===== src/cvj_pkg.sv =====
package cvj_pkg;

  // register addresses on the control port
  localparam logic [6:0] CVJ_ADDR_LDAC_VOL = 7'h0B;
  localparam logic [6:0] CVJ_ADDR_RDAC_VOL = 7'h0C;
  localparam logic [6:0] CVJ_ADDR_JACK_MAP = 7'h0D;
  localparam logic [6:0] CVJ_ADDR_ADC_CTRL = 7'h0E;
  localparam logic [6:0] CVJ_ADDR_LADC_VOL = 7'h0F;
  localparam logic [6:0] CVJ_ADDR_RADC_VOL = 7'h10;

  // values after reset
  localparam logic [7:0] CVJ_RST_GAIN = 8'hFF;
  localparam logic [7:0] CVJ_RST_JACK_MAP = 8'h00;
  localparam logic [8:0] CVJ_RST_ADC_CTRL = 9'h100;

  // field positions
  localparam int CVJ_BIT_COMMIT = 8;
  localparam int CVJ_BIT_HP_EN = 8;
  localparam int CVJ_BIT_HP_MODE = 7;
  localparam int CVJ_BIT_CUTOFF = 4;
  localparam int CVJ_BIT_OSR = 3;
  localparam int CVJ_BIT_RINV = 1;
  localparam int CVJ_BIT_LINV = 0;
  localparam int CVJ_JACK_HIGH_LSB = 4;
  localparam logic [8:0] CVJ_ADC_CTRL_MASK = 9'h1FB;

  // gain codes and volume channel slots; partner of slot i is i^1
  localparam logic [7:0] CVJ_GAIN_MUTE = 8'h00;
  localparam logic [7:0] CVJ_GAIN_FULL = 8'hFF;
  localparam int CVJ_VOL_DAC_L = 0;
  localparam int CVJ_VOL_DAC_R = 1;
  localparam int CVJ_VOL_ADC_L = 2;
  localparam int CVJ_VOL_ADC_R = 3;
  localparam int CVJ_SAMPLE_W = 24;

  typedef struct packed {
    logic [6:0] addr;
    logic [8:0] wdata;
    logic wr;
    logic rd;
  } cvj_bus_t;

  typedef struct packed {
    logic [7:0] pend;
    logic [7:0] act;
    logic [7:0] live;
  } cvj_vol_t;

  typedef struct packed {
    logic auxOne;
    logic auxTwo;
    logic speaker;
    logic headphone;
  } cvj_drivers_t;

  typedef struct packed {
    logic enable;
    logic mode;
    logic [2:0] cutoff;
    logic oversample;
  } cvj_hpf_t;

  // attenuation in half-dB steps below 0dB; mute code reports full scale
  function automatic logic [7:0] cvj_atten(input logic [7:0] gain);
    cvj_atten = CVJ_GAIN_FULL - gain;
  endfunction

endpackage


===== src/cvj_config_regs.sv =====
// Implementation choice: the strobed register port.
`timescale 1ns/10ps
`default_nettype none

module cvj_config_regs (
  input wire logic mclk,
  input wire logic rst,
  input wire cvj_pkg::cvj_bus_t bus,
  output logic [8:0] rdata,
  input wire logic frameStrobe,
  input wire logic jackDetectEnable,
  input wire logic jackLevel,
  output cvj_pkg::cvj_drivers_t drivers,
  output cvj_pkg::cvj_hpf_t highpass_cutoff_select,
  output logic [3:0][7:0] liveGain,
  output logic playbackLeftMute,
  output logic playbackRightMute,
  output logic [7:0] playbackLeftAtten,
  output logic [7:0] playbackRightAtten,
  input wire logic recordStrobe,
  input wire logic [cvj_pkg::CVJ_SAMPLE_W-1:0] recordLeftIn,
  input wire logic [cvj_pkg::CVJ_SAMPLE_W-1:0] recordRightIn,
  output logic [cvj_pkg::CVJ_SAMPLE_W-1:0] recordLeftOut,
  output logic [cvj_pkg::CVJ_SAMPLE_W-1:0] recordRightOut,
  output logic recordValid
);

  typedef struct packed {
    cvj_pkg::cvj_vol_t [3:0] vol;
    logic [7:0] jackMap;
    logic [8:0] adcCtrl;
    logic [8:0] rdata;
    cvj_pkg::cvj_drivers_t drivers;
  } cvj_state_t;

  cvj_state_t q;
  cvj_state_t next_q;

  function automatic logic [6:0] cvj_vol_addr(input int slot);
    case (slot)
      cvj_pkg::CVJ_VOL_DAC_L: cvj_vol_addr = cvj_pkg::CVJ_ADDR_LDAC_VOL;
      cvj_pkg::CVJ_VOL_DAC_R: cvj_vol_addr = cvj_pkg::CVJ_ADDR_RDAC_VOL;
      cvj_pkg::CVJ_VOL_ADC_L: cvj_vol_addr = cvj_pkg::CVJ_ADDR_LADC_VOL;
      default: cvj_vol_addr = cvj_pkg::CVJ_ADDR_RADC_VOL;
    endcase
  endfunction

  always_comb begin
    next_q = q;
    next_q.rdata = '0;

    // active gains reach the audio path only at a frame boundary, all at once
    if (frameStrobe) begin
      for (int i = 0; i < 4; i++) begin
        next_q.vol[i].live = q.vol[i].act;
      end
    end

    if (bus.wr) begin
      for (int i = 0; i < 4; i++) begin
        if (bus.addr == cvj_vol_addr(i)) begin
          next_q.vol[i].pend = bus.wdata[7:0];
          if (bus.wdata[cvj_pkg::CVJ_BIT_COMMIT]) begin
            next_q.vol[i].act = bus.wdata[7:0];
            next_q.vol[i ^ 1].act = q.vol[i ^ 1].pend;
          end
        end
      end
      if (bus.addr == cvj_pkg::CVJ_ADDR_JACK_MAP) begin
        next_q.jackMap = bus.wdata[7:0];
      end else if (bus.addr == cvj_pkg::CVJ_ADDR_ADC_CTRL) begin
        next_q.adcCtrl = bus.wdata & cvj_pkg::CVJ_ADC_CTRL_MASK;
      end
    end

    if (bus.rd) begin
      if (bus.addr == cvj_pkg::CVJ_ADDR_LDAC_VOL) begin
        next_q.rdata = {1'b0, q.vol[cvj_pkg::CVJ_VOL_DAC_L].pend};
      end else if (bus.addr == cvj_pkg::CVJ_ADDR_RDAC_VOL) begin
        next_q.rdata = {1'b0, q.vol[cvj_pkg::CVJ_VOL_DAC_R].pend};
      end else if (bus.addr == cvj_pkg::CVJ_ADDR_LADC_VOL) begin
        next_q.rdata = {1'b0, q.vol[cvj_pkg::CVJ_VOL_ADC_L].pend};
      end else if (bus.addr == cvj_pkg::CVJ_ADDR_RADC_VOL) begin
        next_q.rdata = {1'b0, q.vol[cvj_pkg::CVJ_VOL_ADC_R].pend};
      end else if (bus.addr == cvj_pkg::CVJ_ADDR_JACK_MAP) begin
        next_q.rdata = {1'b0, q.jackMap};
      end else if (bus.addr == cvj_pkg::CVJ_ADDR_ADC_CTRL) begin
        next_q.rdata = q.adcCtrl;
      end
    end

    // driver enables follow the jack level each cycle; nothing on while detection is off
    if (!jackDetectEnable) begin
      next_q.drivers = '0;
    end else if (jackLevel) begin
      next_q.drivers = q.jackMap[cvj_pkg::CVJ_JACK_HIGH_LSB +: 4];
    end else begin
      next_q.drivers = q.jackMap[3:0];
    end
  end

  always_ff @(posedge mclk or posedge rst) begin
    if (rst) begin
      for (int i = 0; i < 4; i++) begin
        q.vol[i] <= {3{cvj_pkg::CVJ_RST_GAIN}};
      end
      q.jackMap <= cvj_pkg::CVJ_RST_JACK_MAP;
      q.adcCtrl <= cvj_pkg::CVJ_RST_ADC_CTRL;
      q.rdata <= '0;
      q.drivers <= '0;
    end else begin
      q <= next_q;
    end
  end

  assign rdata = q.rdata;
  assign drivers = q.drivers;

  // filter steering straight from the control flops
  assign highpass_cutoff_select.enable = q.adcCtrl[cvj_pkg::CVJ_BIT_HP_EN];
  assign highpass_cutoff_select.mode = q.adcCtrl[cvj_pkg::CVJ_BIT_HP_MODE];
  assign highpass_cutoff_select.cutoff = q.adcCtrl[cvj_pkg::CVJ_BIT_CUTOFF +: 3];
  assign highpass_cutoff_select.oversample = q.adcCtrl[cvj_pkg::CVJ_BIT_OSR];

  for (genvar g = 0; g < 4; g++) begin : g_live
    assign liveGain[g] = q.vol[g].live;
  end

  assign playbackLeftMute = q.vol[cvj_pkg::CVJ_VOL_DAC_L].live == cvj_pkg::CVJ_GAIN_MUTE;
  assign playbackRightMute = q.vol[cvj_pkg::CVJ_VOL_DAC_R].live == cvj_pkg::CVJ_GAIN_MUTE;
  assign playbackLeftAtten = cvj_pkg::cvj_atten(q.vol[cvj_pkg::CVJ_VOL_DAC_L].live);
  assign playbackRightAtten = cvj_pkg::cvj_atten(q.vol[cvj_pkg::CVJ_VOL_DAC_R].live);

  logic [1:0] chanInvert;
  logic [1:0][cvj_pkg::CVJ_SAMPLE_W-1:0] chanIn;
  logic [1:0][cvj_pkg::CVJ_SAMPLE_W-1:0] chanOut;
  logic [1:0] chanValid;

  assign chanInvert = {q.adcCtrl[cvj_pkg::CVJ_BIT_RINV], q.adcCtrl[cvj_pkg::CVJ_BIT_LINV]};
  assign chanIn = {recordRightIn, recordLeftIn};

  for (genvar c = 0; c < 2; c++) begin : g_chan
    cvj_record_channel i_cvj_record_channel (
      .mclk(mclk),
      .rst(rst),
      .strobe(recordStrobe),
      .invert(chanInvert[c]),
      .sampleIn(chanIn[c]),
      .sampleOut(chanOut[c]),
      .sampleValid(chanValid[c])
    );
  end

  assign recordLeftOut = chanOut[0];
  assign recordRightOut = chanOut[1];
  // both channels share the strobe, so their valid flags always agree
  assign recordValid = &chanValid;
endmodule // cvj_config_regs

`default_nettype wire


===== src/cvj_record_channel.sv =====
`timescale 1ns/10ps
`default_nettype none

module cvj_record_channel (
  input wire logic mclk,
  input wire logic rst,
  input wire logic strobe,
  input wire logic invert,
  input wire logic [cvj_pkg::CVJ_SAMPLE_W-1:0] sampleIn,
  output logic [cvj_pkg::CVJ_SAMPLE_W-1:0] sampleOut,
  output logic sampleValid
);

  typedef struct packed {
    logic [cvj_pkg::CVJ_SAMPLE_W-1:0] data;
    logic valid;
  } cvj_chan_state_t;

  localparam logic [cvj_pkg::CVJ_SAMPLE_W-1:0] MOST_NEG = {1'b1, {(cvj_pkg::CVJ_SAMPLE_W-1){1'b0}}};

  cvj_chan_state_t q;
  cvj_chan_state_t next_q;

  always_comb begin
    next_q = q;
    next_q.valid = strobe;
    if (strobe) begin
      // negating full-scale negative would wrap, so clamp to positive full scale
      if (!invert) begin
        next_q.data = sampleIn;
      end else if (sampleIn == MOST_NEG) begin
        next_q.data = ~MOST_NEG;
      end else begin
        next_q.data = -sampleIn;
      end
    end
  end

  always_ff @(posedge mclk or posedge rst) begin
    if (rst) begin
      q <= '0;
    end else begin
      q <= next_q;
    end
  end

  assign sampleOut = q.data;
  assign sampleValid = q.valid;
endmodule // cvj_record_channel

`default_nettype wire

===== config.mk =====
export PLATFORM = sky130hd
export DESIGN_NAME = cvj_config_regs
export DESIGN_NICKNAME = d
export VERILOG_FILES = /design/src/cvj_pkg.sv /design/src/cvj_config_regs.sv /design/src/cvj_record_channel.sv
export SDC_FILE = /design/constraint.sdc
export NUM_CORES = 1
export LEC_CHECK = 0
export ABC_AREA = 0
export ABC_CLOCK_PERIOD_IN_PS = 13100
export BUFFER_PORTS_ARGS = -buffer_cell sky130_fd_sc_hd__clkbuf_2
export CELL_PAD_IN_SITES_DETAIL_PLACEMENT = 0
export CELL_PAD_IN_SITES_GLOBAL_PLACEMENT = 1
export CORE_MARGIN = 5
export CORE_UTILIZATION = 45
export DETAILED_ROUTE_END_ITERATION = 6
export GPL_TIMING_DRIVEN = 0
export PLACE_DENSITY = 0.88
export RECOVER_POWER = 100
export REMOVE_ABC_BUFFERS = 1
export SLEW_MARGIN = 20
export SYNTH_ARGS = -nofsm -noshare
export SYNTH_HDL_FRONTEND = slang
export SYNTH_SLANG_ARGS = --single-unit
export TNS_END_PERCENT = 100

===== constraint.sdc =====
create_clock -name mclk -period 13.1 [get_ports mclk]
set_input_delay 3.93 -clock mclk [delete_from_list [all_inputs] [get_ports mclk]]
set_output_delay 3.93 -clock mclk [all_outputs]
set_load 0.005 [all_outputs]

==> impl_metrics.tcl <==
set metrics [dict create \
    status "complete, but fails checks" \
    violations "capacitance limit, slew limit" \
    required_ns 13.34 \
    layout_setup_ws_ns 6.347 \
    cts.sink_count 174 \
    synth_commonest_cells "dfstp_2, nor2_1, a21oi_1" \
    r2r-end "g_chan[1].i_cvj_record_channel.sampleOut[21]" \
    io_pins 190 \
    seqPwrFrac_pct 49.2 \
    crit_path_end_kind "flip-flop" \
    yosysSeqAreaShare_pct 51.48 \
    synth_ff_type "dfstp_2" \
    globalplace.congestion 0.8504 \
    num_rows 50 \
    pwr-share-clk_pct 37.5 \
    dp_hpwl_um 15570 \
    avgSynthCellArea_um2 10.24 \
    num-fill-cells 1784 \
    hold_class "flip-flop to flip-flop" \
    h-tree-depth 4 \
    hold_buffers 0 \
    cp.arrival_ns 6.99 \
    die-area_um2 22200 \
    setup_tns_ns 0 \
    area_growth_syn_to_layout_pct 13.40 \
    vias 6640 \
    yosys_warnings 0 \
    cap_viol_max_count 3 \
    use_met3_pct 4.771 \
    preCtsSetupSlack_ns 6.833 \
    grt_max_degree 106 \
    worst-path-max-fanout 34 \
    synth_edf_count 0 \
    final-max-slew-violation-count 153 \
    rsz0062_at_grt "false" \
    start_util_pct 46.02 \
    power_mw 1.314 \
    fin_crit_sh_pct 51.55 \
    switching_share_pct 26.99 \
    ir_drop_v 0.00008811 \
    power.density_nw_per_um2 133.3 \
    wl_per_cell_um 17.90 \
    fin_worst_skew_ns 0.008931 \
    drc 0 \
    die_height_um 149 \
    cts.clk_slew.worst_paths_ns 0.06 \
    pwr-share-comb_pct 13.3 \
    first_pass_iters 7 \
    hold_depth 2 \
    nets 1033 \
    ys_async_sr_fraction_pct 100.0 \
    worst_slew_pin_slew_ns 3.049 \
    wl_um 22050 \
    antenna_found_initial 0 \
    grt_util_all_layers_pct 19.72 \
    r2r_start "chanInvert[1]" \
    antenna_cells 0 \
    synthCells 849 \
    yosys.area.top_type "dfstp_2" \
    setup_violations 0 \
    drive_gt1_share_pct 31.89 \
    yosysTopAreaCellShare_pct 29.31 \
    drt-initial-drc-count 330 \
    cts_root_buf "clkbuf_16" \
    cp-start-kind "input port" \
    clock_latency_ns 0.43 \
    critical_path_class "input port to flip-flop" \
    antenna_left 0 \
    ys_types 62 \
    cts_tree "yes" \
    die_w_um 149 \
    max_freq_mhz 148.1 \
    grt_pass1_wl_um 34840 \
    slew_headroom_pct -104.4 \
    p_switching_mw 0.3548 \
    ff2ff_path_depth 4 \
    power.internal_mw 0.9594 \
    netlist_area_um2 8695 \
    cts.path.max_buffers 2 \
    grt_util_met2_pct 31.91 \
    min_period_ns 6.753 \
    postCtsSetupRepairBufs 0 \
    grt_remaining_overflow 0 \
    cts_buffers 17 \
    portBuffers 189 \
    synth.area.top_cells "dfstp_2, dfrtp_1, mux2_2" \
    core_area_um2 18890 \
    busiest_layer "met2" \
    synth-seq-cells 174 \
    finalHoldViolations 0 \
    p_leak_nw 3.984 \
    ctsResizeCount 0 \
    yosysMostFrequentCell "dfstp_2" \
    grt_pass1_vias 6470 \
    r2r_slack_ns 10.01 \
    vias_per_cell 5.390 \
    grt_util_met1_pct 26.67 \
]
-- cells in the final DEF (no fill, tap or decap), types with 16 or more instances in the layout --
cell | Yosys | layout
clkbuf_2 | 0 | 99
nor2_1 | 93 | 94
dfstp_2 | 97 | 93
clkbuf_1 | 36 | 89
a21oi_1 | 81 | 81
dfrtp_1 | 77 | 77
nand2_1 | 64 | 64
mux2_2 | 63 | 63
o21ai_0 | 34 | 34
inv_1 | 28 | 27
xor2_1 | 20 | 20
o22ai_1 | 20 | 20
clkbuf_16 | 0 | 18
xnor2_1 | 17 | 17
o31ai_1 | 15 | 16
-- how the worst max path moves through the flow --
stage                                                               to          from  slack [ns]
after global placement    g_chan[1].i_cvj_record_channel.sampleOut[10]           rst        2.55
after floorplan                                          chanInvert[0]           rst        4.61
final                     g_chan[0].i_cvj_record_channel.sampleOut[11]  recordStrobe        6.35
after CTS                                    highpass_cutoff_select[3]       bus[16]        7.29
after detailed placement                     highpass_cutoff_select[3]       bus[16]        6.83
after global routing      g_chan[0].i_cvj_record_channel.sampleOut[11]  recordStrobe        6.03
-- area by class of cell --
type                    count  area, µm²  area share, %
flip-flops and latches    174       4476          45.39
multi-input cells         547       3492          35.42
repair buffers            191      888.4          9.010
clock buffers              20      478.0          4.848
well taps                 260      325.3          3.299
inverters                  28      106.4          1.079
clock inverters            12      93.84         0.9518
-- through the flow --
step	hold slack [ns]	cell area (µm²)	utilization (%)	instances
2_1_floorplan	0.4589	8124	-	749
3_3_place_gp	0.4689	9395	49.73	1198
3_5_place_dp	0.4723	9458	50.06	1200
4_1_cts	0.4861	10030	53.09	1232
5_1_grt	0.4924	9859	52.19	1232
6_report	0.4834	9859	52.19	1232
-- flip-flops by register name (all words and copies together), names as in the netlist, named ones only --
signal	cells
g_chan.i_cvj_record_channel.sampleValid	1
rdata	9
highpass_cutoff_select	6
chanInvert	2
q	58
liveGain	32
drivers	4
g_chan.i_cvj_record_channel.sampleOut	48
-- metal layers --
metal  wire length [µm]  share of wire [%]
met2              10440                 47
met1               9870                 45
met3               1374                6.2
met5                  0                  0
met4                373                1.7
-- critical path: stages --
cell and delay [ns]:
clkbuf_1 1.19, inv_1 0.56, nor2_1 1.13, a21oi_1 0.16
-- kinds of logic (layout without fill, tap and decap cells) --
family / Yosys count / in the layout / share of synthesized area [%]
AOI/OAI and AO/OA: 207 / 207 / 15.28
xor gates and xnor gates: 37 / 37 / 3.727
adders and majority gates: 2 / 2 / 0.2878
buffers and inverters: 128 / 251 / 7.771
DFF: 174 / 174 / 51.48
muxes: 67 / 67 / 8.620
and+or+nand+nor: 234 / 234 / 12.84
-- power groups by stage --
stage	sequential, mW	clock [mW]	combinational (mW)
6_report	0.647	0.493	0.174
3_3_place_gp	0.654	0	0.177
4_1_cts	0.647	0.505	0.185
3_5_place_dp	0.656	0	0.184
2_1_floorplan	0.651	0	0.0921
5_1_grt	0.654	0.526	0.197
Power figures use the tool's default switching activity.
